`src/hw/rx_pkg.sv`:
```
package rx_pkg;

  // Oversampling per bit and the first voting sample for each receive mode
  localparam logic [4:0] SAMP_NORMAL       = 5'h10;
  localparam logic [4:0] SAMP_DOUBLE       = 5'h08;
  localparam logic [4:0] VOTE_FIRST_NORMAL = 5'h08;
  localparam logic [4:0] VOTE_FIRST_DOUBLE = 5'h04;
  localparam logic [4:0] SAMPLE_ONE        = 5'h01;

  // receive_sampling_mode encodings
  localparam logic [1:0] MODE_NORMAL = 2'h0;
  localparam logic [1:0] MODE_DOUBLE = 2'h1;

  // Character size limits
  localparam logic [3:0] CHAR_MIN = 4'h5;
  localparam logic [3:0] CHAR_MAX = 4'h8;

  // SPI host frame: eight data bits, last bit index
  localparam logic [2:0] SPI_LAST_BIT = 3'h7;

  // Receive buffer entry layout
  localparam int unsigned DATA_W   = 8;
  localparam int unsigned ENTRY_W  = 11;
  localparam int unsigned POS_OVF  = 8;
  localparam int unsigned POS_PARITY_MISMATCH_FLAG = 9;
  localparam int unsigned POS_STOP_BIT_ERROR_FLAG = 10;
  localparam int unsigned FIFO_DEPTH = 8;

  typedef enum logic [2:0] {
    RX_IDLE,
    RX_START,
    RX_DATA,
    RX_PARITY,
    RX_STOP,
    SPI_SHIFT
  } rx_state_e;

endpackage

```
`src/hw/fifo_if.sv`:
```
`timescale 1ns/1ps
`default_nettype none

interface fifo_if #(
  parameter int unsigned WIDTH = 8
);
  logic             in_valid;
  logic             in_ready;
  logic [WIDTH-1:0] in_data;
  logic             out_valid;
  logic             out_ready;
  logic [WIDTH-1:0] out_data;
  logic             flush;

  modport producer (output in_valid, output in_data, output flush, input in_ready);
  modport buffer   (input in_valid, input in_data, input flush, output in_ready,
                    output out_valid, output out_data, input out_ready);
  modport consumer (input out_valid, input out_data, output out_ready);
endinterface

`default_nettype wire

```
`src/hw/rx_fifo.sv`:
```
`timescale 1ns/1ps
`default_nettype none

module rx_fifo #(
  parameter int unsigned WIDTH = 11,
  parameter int unsigned DEPTH = 8
) (
  input  wire logic clk_i,
  input  wire logic rstn_i,
  fifo_if.buffer    f
);
  localparam int unsigned AW = $clog2(DEPTH);

  if (DEPTH < 2 || (1 << AW) != DEPTH)
  begin : g_chk
    $error("rx_fifo depth must be a power of two, at least 2");
  end

  logic [WIDTH-1:0] mem_reg [DEPTH];
  logic [AW-1:0]    wr_ptr_reg;
  logic [AW-1:0]    rd_ptr_reg;
  logic [AW:0]      count_reg;
  wire              full   = (count_reg == (AW+1)'(DEPTH));
  wire              empty  = (count_reg == '0);
  wire              do_wr  = f.in_valid & ~full;
  wire              do_rd  = f.out_ready & ~empty;

  assign f.in_ready  = ~full;
  assign f.out_valid = ~empty;
  assign f.out_data  = mem_reg[rd_ptr_reg];

  always_ff @(posedge clk_i)
  begin
    if (do_wr)
      mem_reg[wr_ptr_reg] <= f.in_data;
  end

  always_ff @(posedge clk_i)
  begin
    if (!rstn_i || f.flush)
    begin
      wr_ptr_reg <= '0;
      rd_ptr_reg <= '0;
      count_reg  <= '0;
    end
    else
    begin
      wr_ptr_reg <= wr_ptr_reg + AW'(do_wr);
      rd_ptr_reg <= rd_ptr_reg + AW'(do_rd);
      count_reg  <= count_reg + (AW+1)'(do_wr) - (AW+1)'(do_rd);
    end
  end
endmodule

`default_nettype wire

```
`src/hw/usart_rx_recovery.sv`:
```
`timescale 1ns/1ps
`default_nettype none

module usart_rx_recovery #(
  parameter int unsigned DIV_W = 16
) (
  input  wire logic             clk_i,
  input  wire logic             rstn_i,
  input  wire logic             rx_enable_i,
  input  wire logic [1:0]       receive_sampling_mode_i,
  input  wire logic             spi_host_i,
  input  wire logic [DIV_W-1:0] baud_div_i,
  input  wire logic [3:0]       char_bits_i,
  input  wire logic             parity_en_i,
  input  wire logic             parity_odd_i,
  input  wire logic             bit_order_select_i,
  input  wire logic             rx_pin_i,
  output logic                  tx_pin_o,
  output logic                  transfer_clock_pin_o,
  input  wire logic [7:0]       tx_data_i,
  input  wire logic             tx_valid_i,
  output logic                  tx_ready_o,
  output logic                  tx_done_o,
  output logic                  rx_valid_o,
  input  wire logic             rx_ready_i,
  output logic [7:0]            rx_data_o,
  output logic                  stop_bit_error_flag_o,
  output logic                  parity_mismatch_flag_o,
  output logic                  receive_overrun_flag_o
);
  if (DIV_W < 1 || DIV_W > 24)
  begin : g_chk
    $error("usart_rx_recovery DIV_W out of range");
  end

  function automatic logic maj3(input logic [2:0] s);
    maj3 = (s[0] & s[1]) | (s[0] & s[2]) | (s[1] & s[2]);
  endfunction

  // Input synchroniser: change taken once second and third stages agree
  logic sync1_reg;
  logic sync2_reg;
  logic sync3_reg;
  logic line_reg;

  always_ff @(posedge clk_i)
  begin
    if (!rstn_i)
    begin
      sync1_reg <= 1'b1;
      sync2_reg <= 1'b1;
      sync3_reg <= 1'b1;
      line_reg  <= 1'b1;
    end
    else
    begin
      sync1_reg <= rx_pin_i;
      sync2_reg <= sync1_reg;
      sync3_reg <= sync2_reg;
      if (sync2_reg == sync3_reg)
        line_reg <= sync3_reg;
    end
  end

  // Oversampling tick; in SPI host mode it is the half clock period
  logic [DIV_W-1:0] div_cnt_reg;
  wire              tick = (div_cnt_reg == baud_div_i);

  always_ff @(posedge clk_i)
  begin
    if (!rstn_i || tick || !rx_enable_i)
      div_cnt_reg <= '0;
    else
      div_cnt_reg <= div_cnt_reg + DIV_W'(1);
  end

  fifo_if #(.WIDTH(rx_pkg::ENTRY_W)) fq ();

  rx_fifo #(
    .WIDTH (rx_pkg::ENTRY_W),
    .DEPTH (rx_pkg::FIFO_DEPTH)
  ) u_fifo (
    .clk_i  (clk_i),
    .rstn_i (rstn_i),
    .f      (fq.buffer)
  );

  // Mode decode
  wire             dbl        = (receive_sampling_mode_i == rx_pkg::MODE_DOUBLE) & ~spi_host_i;
  wire [4:0]       samp_bit   = dbl ? rx_pkg::SAMP_DOUBLE : rx_pkg::SAMP_NORMAL;
  wire [4:0]       vote_first = dbl ? rx_pkg::VOTE_FIRST_DOUBLE : rx_pkg::VOTE_FIRST_NORMAL;
  wire [4:0]       vote_last  = vote_first + 5'h02;
  wire [3:0]       char_len   = (char_bits_i < rx_pkg::CHAR_MIN) ? rx_pkg::CHAR_MIN :
                                (char_bits_i > rx_pkg::CHAR_MAX) ? rx_pkg::CHAR_MAX : char_bits_i;
  wire [2:0]       last_bit   = 3'(char_len - 4'h1);

  rx_pkg::rx_state_e state_reg;
  rx_pkg::rx_state_e state_next;
  logic [4:0]  samp_reg;
  logic [4:0]  samp_next;
  logic [2:0]  bit_reg;
  logic [2:0]  bit_next;
  logic [1:0]  vote_reg;
  logic [1:0]  vote_next;
  logic        prev_reg;
  logic [7:0]  data_reg;
  logic [7:0]  data_next;
  logic [7:0]  tx_sh_reg;
  logic [7:0]  tx_sh_next;
  logic        par_err_reg;
  logic        par_err_next;
  logic        ovf_pend_reg;
  logic        ovf_pend_next;
  logic        txd_reg;
  logic        txd_next;
  logic        sck_reg;
  logic        sck_next;
  logic        done_reg;
  logic        done_next;
  logic        push;
  logic        push_stop_bit_error_flag;

  // Vote samples 1 and 2 are held, sample 3 is the live line
  wire in_vote   = (samp_reg >= vote_first) && (samp_reg <= vote_last);
  wire at_vote   = (samp_reg == vote_last);
  wire vote_bit  = maj3({vote_reg, line_reg});
  wire bit_end   = (samp_reg == samp_bit);
  wire spi_start = spi_host_i & tx_valid_i & fq.in_ready & (state_reg == rx_pkg::RX_IDLE);
  wire lsb_first = bit_order_select_i;
  wire rx_in_bit = line_reg;

  // SPI transmit and done pulses come from the host shift state, not the plain receive-complete path
  assign tx_ready_o = rx_enable_i & spi_host_i & fq.in_ready &
                      (state_reg == rx_pkg::RX_IDLE);
  assign tx_done_o  = done_reg;
  assign tx_pin_o   = txd_reg;
  assign transfer_clock_pin_o = sck_reg;

  // Frame errors are blanked in SPI host mode; the entry carries its own flags
  assign fq.in_valid = push;
  assign fq.in_data  = {push_stop_bit_error_flag & ~spi_host_i, par_err_reg & ~spi_host_i,
                        ovf_pend_reg & ~spi_host_i, data_reg};
  assign fq.flush    = ~rx_enable_i;
  assign fq.out_ready = rx_ready_i;
  assign rx_valid_o  = fq.out_valid;
  assign rx_data_o   = fq.out_data[rx_pkg::DATA_W-1:0];
  assign stop_bit_error_flag_o  = fq.out_data[rx_pkg::POS_STOP_BIT_ERROR_FLAG];
  assign parity_mismatch_flag_o = fq.out_data[rx_pkg::POS_PARITY_MISMATCH_FLAG];
  assign receive_overrun_flag_o = fq.out_data[rx_pkg::POS_OVF];

  always_comb
  begin
    state_next    = state_reg;
    samp_next     = samp_reg;
    bit_next      = bit_reg;
    vote_next     = vote_reg;
    data_next     = data_reg;
    tx_sh_next    = tx_sh_reg;
    par_err_next  = par_err_reg;
    ovf_pend_next = ovf_pend_reg;
    txd_next      = txd_reg;
    sck_next      = sck_reg;
    done_next     = 1'b0;
    push          = 1'b0;
    push_stop_bit_error_flag     = 1'b0;
    if (tick && state_reg != rx_pkg::SPI_SHIFT)
    begin
      samp_next = bit_end ? rx_pkg::SAMPLE_ONE : samp_reg + 5'h01;
      if (in_vote)
        vote_next = {vote_reg[0], line_reg};
    end
    unique case (state_reg)
      rx_pkg::RX_IDLE:
      begin
        txd_next = 1'b1;
        sck_next = 1'b0;
        if (spi_start)
        begin
          state_next = rx_pkg::SPI_SHIFT;
          tx_sh_next = tx_data_i;
          txd_next   = lsb_first ? tx_data_i[0] : tx_data_i[7];
          bit_next   = '0;
          data_next  = '0;
          par_err_next = 1'b0;
        end
        else if (tick && !spi_host_i && prev_reg && !line_reg)
        begin
          state_next = rx_pkg::RX_START;
          samp_next  = rx_pkg::SAMPLE_ONE + 5'h01;
          data_next  = '0;
          bit_next   = '0;
          par_err_next = 1'b0;
        end
      end
      rx_pkg::RX_START:
        if (tick && at_vote)
        begin
          if (!vote_bit)
          begin
            state_next = rx_pkg::RX_DATA;
            samp_next  = vote_last + 5'h01;
          end
          else
            state_next = rx_pkg::RX_IDLE;
        end
      rx_pkg::RX_DATA:
        if (tick && at_vote)
        begin
          data_next[bit_reg] = vote_bit;
          if (bit_reg == last_bit)
            state_next = parity_en_i ? rx_pkg::RX_PARITY : rx_pkg::RX_STOP;
          else
            bit_next = bit_reg + 3'h1;
        end
      rx_pkg::RX_PARITY:
        if (tick && at_vote)
        begin
          par_err_next = (^data_reg ^ vote_bit) != parity_odd_i;
          state_next   = rx_pkg::RX_STOP;
        end
      rx_pkg::RX_STOP:
        if (tick && at_vote)
        begin
          // Further stop bits fall into idle and are never looked at
          push       = 1'b1;
          push_stop_bit_error_flag  = ~vote_bit;
          state_next = rx_pkg::RX_IDLE;
        end
      rx_pkg::SPI_SHIFT:
        if (tick)
        begin
          if (!sck_reg)
          begin
            sck_next  = 1'b1; // Leading edge samples host-in
            data_next = lsb_first ? {rx_in_bit, data_reg[7:1]} : {data_reg[6:0], rx_in_bit};
          end
          else
          begin
            sck_next = 1'b0;
            if (bit_reg == rx_pkg::SPI_LAST_BIT)
            begin
              push       = 1'b1;
              done_next  = 1'b1;
              txd_next   = 1'b1;
              state_next = rx_pkg::RX_IDLE;
            end
            else
            begin
              bit_next   = bit_reg + 3'h1;
              tx_sh_next = lsb_first ? {1'b0, tx_sh_reg[7:1]} : {tx_sh_reg[6:0], 1'b0};
              txd_next   = lsb_first ? tx_sh_reg[1] : tx_sh_reg[6];
            end
          end
        end
    endcase
    // Lost frame marks the next stored one; a loss beats the clear
    if (push && !fq.in_ready)
      ovf_pend_next = 1'b1;
    else if (push)
      ovf_pend_next = 1'b0;
  end

  always_ff @(posedge clk_i)
  begin
    if (!rstn_i || !rx_enable_i)
    begin
      state_reg    <= rx_pkg::RX_IDLE;
      samp_reg     <= rx_pkg::SAMPLE_ONE;
      bit_reg      <= '0;
      vote_reg     <= '0;
      data_reg     <= '0;
      tx_sh_reg    <= '0;
      par_err_reg  <= 1'b0;
      ovf_pend_reg <= 1'b0;
      txd_reg      <= 1'b1;
      sck_reg      <= 1'b0;
      done_reg     <= 1'b0;
    end
    else
    begin
      state_reg    <= state_next;
      samp_reg     <= samp_next;
      bit_reg      <= bit_next;
      vote_reg     <= vote_next;
      data_reg     <= data_next;
      tx_sh_reg    <= tx_sh_next;
      par_err_reg  <= par_err_next;
      ovf_pend_reg <= ovf_pend_next;
      txd_reg      <= txd_next;
      sck_reg      <= sck_next;
      done_reg     <= done_next;
    end
  end

  // Previous oversample, for idle-high to low detection only
  always_ff @(posedge clk_i)
  begin
    if (!rstn_i)
      prev_reg <= 1'b1;
    else if (tick)
      prev_reg <= line_reg;
  end

endmodule

`default_nettype wire

```
`config.mk`:
```
export PLATFORM = sky130hd
export DESIGN_NAME = usart_rx_recovery
export DESIGN_NICKNAME = d
export VERILOG_FILES = /design/src/hw/rx_pkg.sv /design/src/hw/fifo_if.sv /design/src/hw/rx_fifo.sv /design/src/hw/usart_rx_recovery.sv
export SDC_FILE = /design/constraint.sdc
export NUM_CORES = 1
export LEC_CHECK = 0
export BUFFER_PORTS_ARGS = -buffer_cell sky130_fd_sc_hd__buf_4
export CAP_MARGIN = 40
export CORE_UTILIZATION = 40
export DETAILED_ROUTE_END_ITERATION = 7
export SLEW_MARGIN = 40
export SYNTH_ARGS = -nofsm -noshare
export SYNTH_HDL_FRONTEND = slang
export SYNTH_SLANG_ARGS = --single-unit
```
`constraint.sdc`:
```
create_clock -name clk_i -period 6.78 [get_ports clk_i]
set_clock_uncertainty 0.1 [all_clocks]
set_input_delay 1.356 -clock clk_i [delete_from_list [all_inputs] [get_ports clk_i]]
set_output_delay 1.356 -clock clk_i [all_outputs]
set_load 0.005 [all_outputs]
```
==> results.cfg, run 1 <==
[run_status]
outcome = finished, violations left
failing_checks = DRC

[power]
ir_worst_vdd_v = 0.000168
power-per-cell-area_nw_per_um2 = 243
total_leakage_power_nw = 2.99

[cells_and_area]
largest_reg_flops = 88
finish.instance_area_sq_um = 8650
syn2layout_area_growth_pct = 15.7
mostFrequentLayoutCells = edfxtp_1, dfxtp_1, buf_4, nand2_1, nor2_1
layout_commonest_cell = edfxtp_1
drive_gt1_share_pct = 19.7
antenna_cells_inserted = 0
final_cells = 928
finalNetCount = 746
fillCellCount = 1641

[placement]
postPlaceCellArea_sq_um = 8080
place.detailed.instances = 895
globalplace.congestion = 0.855
hpwl_mm = 11.3
placement.io_buffers = 55

[global_routing]
gr-total-overflow = 0
grt_antenna_before_repair = 0
gr_util_all_layers_pct = 18.4
grt_pass1_vias = 5080
grt_pass1_wl_mm = 27.3
grt_start_max_net_pins = 28

[yosys]
syn_inst = 641
synth-seq-area-share_pct = 52.7
synth_area_per_cell_sq_um = 11.7
synth-edff-count = 88
async_reset_ff_share_pct = 0
syn-num-nets = 701
synth.yosys.warnings = 0
synth_cell_type_count = 59
count_of_state_elements_after_synthesis = 153
yosys_most_used_dff = edfxtp_1
netlist_area_sq_um = 7480

[clocking]
htreeDepth = 4
holdBufCountCts = 0
clock_tree.buffer_depth = 2
clockRootBuffer = clkbuf_16
cts.repair.resized = 0
clock_sink_count = 153
cts.reportedPaths.clkPinSlew_ps = 60
cts_tree = built
postCtsSetupRepairBufs = 0
cts_inserted_buffers = 17
clock_insertion_delay_worst_skew_ps = 420

[critical_path]
critPathSlowestCell = nor2_2
slowest_stage_delay_cp_ps = 530
crit_chain = buf_4 > nor2_1 > nand2_1 > inv_1 > ha_1 > nand4b_1 > o31ai_1 > nand3_1 > or3_1 > nor2_2
worst-path-buf-inv = 2
critPathCaptureType = register
r2r_setup_slack_ps = 3740
cp.required_ps = 6730
criticalPathCategory = in -> reg
critPathArrivalTime_ps = 3860
critPathTopFamily = simple AND/OR/NAND/NOR gates
critical_path_maximum_fanout = 11
start_kind = primary input

[sta]
final_period_minus_worst_setup_slack_ps = 3910
final_hold_slack_ps = 308
rsz0062_at_grt = no
worst_slew_pin_slew_ps = 741
totalNegativeSetupSlack_ps = 0
report.final.slew_viol_count = 0
fin_crit_sh_pct = 57.6
timing.fmax_mhz = 256
finalSetupViolCount = 0
final-hold-violation-count = 0
relative_slew_slack_pct = 50.1

[floorplanning]
design.die.area_sq_um = 19200
placementRows = 49
die_width_microns = 139
fp.dieH_microns = 139
io-pin-count = 56
core_area_sq_um = 18100
initial_core_util_pct = 41.2

[detailed_routing]
drtAntennaViolNets = 0
initialDrtViolationCount = 389
drt_first_pass_iters = 7
routed_wire_length_per_instance_microns = 18.1
routed_vias = 5117
drt_drc_violations_left = 7
wl_mm = 16.8
vias_per_cell = 5.51

[run]
max_cap_viol_count = 0

[min_path]
hold_path.class = reg -> reg
==> stage by stage <==
stage | total power, mW | util (%) | worst slack, ps
CTS | 2.13 | 47.6 | 2680
finish | 2.11 | 47.7 | 2870
global placement | 1.24 | 44.5 | 2320
floorplan | 1.17 | - | 2450
global route | 2.19 | 47.7 | 2640
detailed placement | 1.24 | 44.5 | 2230
==> per-layer routing <==
metal	up-vias	GRT usage, %	wire length [microns]
met5	-	0	0
met4	0	7.54	267
met3	19	3.83	535
met2	106	30.3	8350
met1	2523	23.8	7630
li1	2469	-	-
==> worst paths after layout <==
path | start | endpoint | depth (start not counted)
min | sync1_reg | sync2_reg | 1
max | spi_host_i | u_fifo.mem_reg[7][4] | 10
max reg2reg | samp_reg[2] | u_fifo.mem_reg[7][4] | 7
min reg2reg | sync1_reg | sync2_reg | 1
==> synth_stat cells, types with 12 or more instances <==
| cell type | instances | area, sq um |
|---|---|---|
| and3_1 | 12 | 75.1 |
| inv_1 | 18 | 67.6 |
| edfxtp_1 | 88 | 2640 |
| a21oi_1 | 25 | 125 |
| mux4_2 | 22 | 495 |
| nor3_1 | 19 | 95.1 |
| clkbuf_1 | 25 | 93.8 |
| mux2i_1 | 28 | 280 |
| nand2_1 | 42 | 158 |
| nor3b_1 | 14 | 105 |
| o21ai_0 | 21 | 105 |
| dfxtp_1 | 65 | 1300 |
| ha_1 | 19 | 238 |
| nand3_1 | 16 | 80.1 |
| nor2_1 | 47 | 176 |
| xnor2_1 | 36 | 315 |
==> where the power goes <==
group / switching (mW) / internal, mW
Sequential: 0.0158 / 0.987
Combinational: 0.0994 / 0.118
Clock: 0.380 / 0.505
Total: 0.495 / 1.61
==> cells by family after synthesis <==
| group | after synthesis | synth area share [%] |
|---|---|---|
| DFF | 153 | 52.7 |
| buffers and inverters | 54 | 2.96 |
| and+or+nand+nor | 207 | 14.7 |
| adders and majority gates | 21 | 3.58 |
| xor gates and xnor gates | 47 | 5.51 |
| muxes | 62 | 12.2 |
| AOI/OAI and AO/OA | 97 | 8.35 |
==> area by class of cell <==
| type | instances | area [sq um] | area share, % |
|---|---|---|---|
| Sequential cell | 153 | 3950 | 45.6 |
| Timing Repair Buffer | 62 | 469 | 5.43 |
| Clock inverter | 14 | 121 | 1.40 |
| Clock buffer | 18 | 429 | 4.96 |
| Inverter | 18 | 67.6 | 0.781 |
| Multi-Input combinational cell | 434 | 3330 | 38.5 |
| Tap cell | 229 | 287 | 3.31 |
Note: power is estimated with default switching activity, not from simulation.
==> inputs of run 2 (changes only) <==
clock period = 3.7 ns   (was 6.78 ns; I/O delays follow)
==> run 2 against run 1 <==
The flow still finishes with violations (DRC); sequential cell count is the same; clock-buffer cell count down 1; via count up 2.7%; register-to-register slack got worse by 3000 ps; critical path depth up 4; cell area is 0.80% higher; critical endpoint is now u_fifo.count_reg[2].
==> results.cfg, run 2 (synthesis gave the netlist of run 1 again) <==
[run_status]
outcome = finished, violations left
failing_checks = DRC

[clocking]
holdBufCountCts = 0
clockRootBuffer = clkbuf_16
clock_tree.buffer_depth = 2
cts_inserted_buffers = 17
cts.reportedPaths.clkPinSlew_ps = 70
postCtsSetupRepairBufs = 0
htreeDepth = 4
cts_tree = built
clock_insertion_delay_worst_skew_ps = 420
cts.repair.resized = 0
clock_sink_count = 153

[global_routing]
grt_antenna_before_repair = 0
gr-total-overflow = 0
grt_start_max_net_pins = 27
grt_pass1_wl_mm = 27.9
grt_pass1_vias = 5223
gr_util_all_layers_pct = 18.9

[cells_and_area]
finalNetCount = 754
largest_reg_flops = 88
syn2layout_area_growth_pct = 16.6
antenna_cells_inserted = 0
mostFrequentLayoutCells = edfxtp_1, buf_4, dfxtp_1, nor2_1, nand2_1
post-route-util_pct = 48.0
drive_gt1_share_pct = 20.7
layout_commonest_cell = edfxtp_1

[floorplanning]
io-pin-count = 56
core_area_sq_um = 18100
placementRows = 49
initial_core_util_pct = 41.2
design.die.area_sq_um = 19200
die_width_microns = 139
fp.dieH_microns = 139

[detailed_routing]
routed_vias = 5253
drt_first_pass_iters = 6
drtAntennaViolNets = 0
initialDrtViolationCount = 365
wl_mm = 17.4
vias_per_cell = 5.61
routed_wire_length_per_instance_microns = 18.6
drt_drc_violations_left = 5

[min_path]
min_path_cells = 1
hold_path.class = reg -> reg

[critical_path]
path_common_cell = nor2_1
crit_chain = buf_4 > nor2_1 > nand2_1 > inv_1 > ha_1 > nand4b_1 > o31ai_1 > nand3_1 > nor2_1 > ha_1 > inv_1 > fa_1 > xor2_1 > nor2_1
slowest_stage_delay_cp_ps = 420
r2r_cells = 11
criticalPathCategory = in -> reg
critPathCaptureType = register
critPathSlowestCell = o31ai_1
cp.required_ps = 3880
critical_path_maximum_fanout = 10
critPathArrivalTime_ps = 3370
start_kind = primary input

[placement]
preCtsSetupSlack_ps = 173
placement.io_buffers = 55
globalplace.congestion = 0.869
hpwl_mm = 11.8

[sta]
final_hold_slack_ps = 303
fin_crit_sh_pct = 86.1
timing.fmax_mhz = 314
final_period_minus_worst_setup_slack_ps = 3180
worst_slew_pin_slew_ps = 739
final-hold-violation-count = 0
postLayoutSetupSlackWorst_ps = 515
totalNegativeSetupSlack_ps = 0
rsz0062_at_grt = no
report.final.slew_viol_count = 0
finalSetupViolCount = 0
relative_slew_slack_pct = 50.7

[power]
total_leakage_power_nw = 3.05
ir_worst_vdd_v = 0.000326
power-per-cell-area_nw_per_um2 = 449

[run]
max_cap_viol_count = 0
## run 2: cell types whose count changed in the layout (fill, tap and decap cells not counted), moves of 3 or more
cell	previous run	this run
inv_6	2	5
nor2_2	8	2
buf_4	61	70
nor2_1	40	46
## run 2: worst paths after layout
path                                       endpoint  slack (ps)        start
worst max-delay path            u_fifo.count_reg[2]         520   spi_host_i
worst min-delay path                      sync2_reg         300    sync1_reg
worst max register to register  u_fifo.count_reg[2]         790  samp_reg[2]
worst min register to register            sync2_reg         300    sync1_reg
## run 2: routing by layer
metal,global-route usage [%],share of wire (%)
met5,0,0
met4,6.49,1.6
met3,4.01,3.3
met2,32.1,50
met1,23.9,45
## run 2: metrics by stage
stage	instances	power, mW	instance area [sq um]
after floorplan	641	2.14	7490
after global placement	904	2.27	8150
after detailed placement	904	2.29	8150
after CTS	936	3.96	8710
after global routing	936	4.08	8720
final	936	3.92	8720
## run 2: area by class of cell
| class | instances | area, sq um |
|---|---|---|
| Clock inverter | 15 | 139 |
| Timing Repair Buffer | 70 | 526 |
| Sequential cell | 153 | 3940 |
| Clock buffer | 17 | 425 |
| Inverter | 18 | 67.6 |
| Multi-Input combinational cell | 434 | 3330 |
| Tap cell | 229 | 287 |
| Fill cell | 1633 | 9430 |
## run 2: critical path, delay by kind of cell
kind / cells / cell delay (ps)
xor+xnor: 1 / 170
fa+ha+maj: 3 / 900
compound gates: 1 / 420
buf+inv: 3 / 320
simple gates: 6 / 830
## run 2: power breakdown
part | switching [mW] | total (mW) | internal [mW]
registers | 0.0295 | 1.84 | 1.81
logic | 0.193 | 0.412 | 0.218
clock network | 0.731 | 1.67 | 0.937
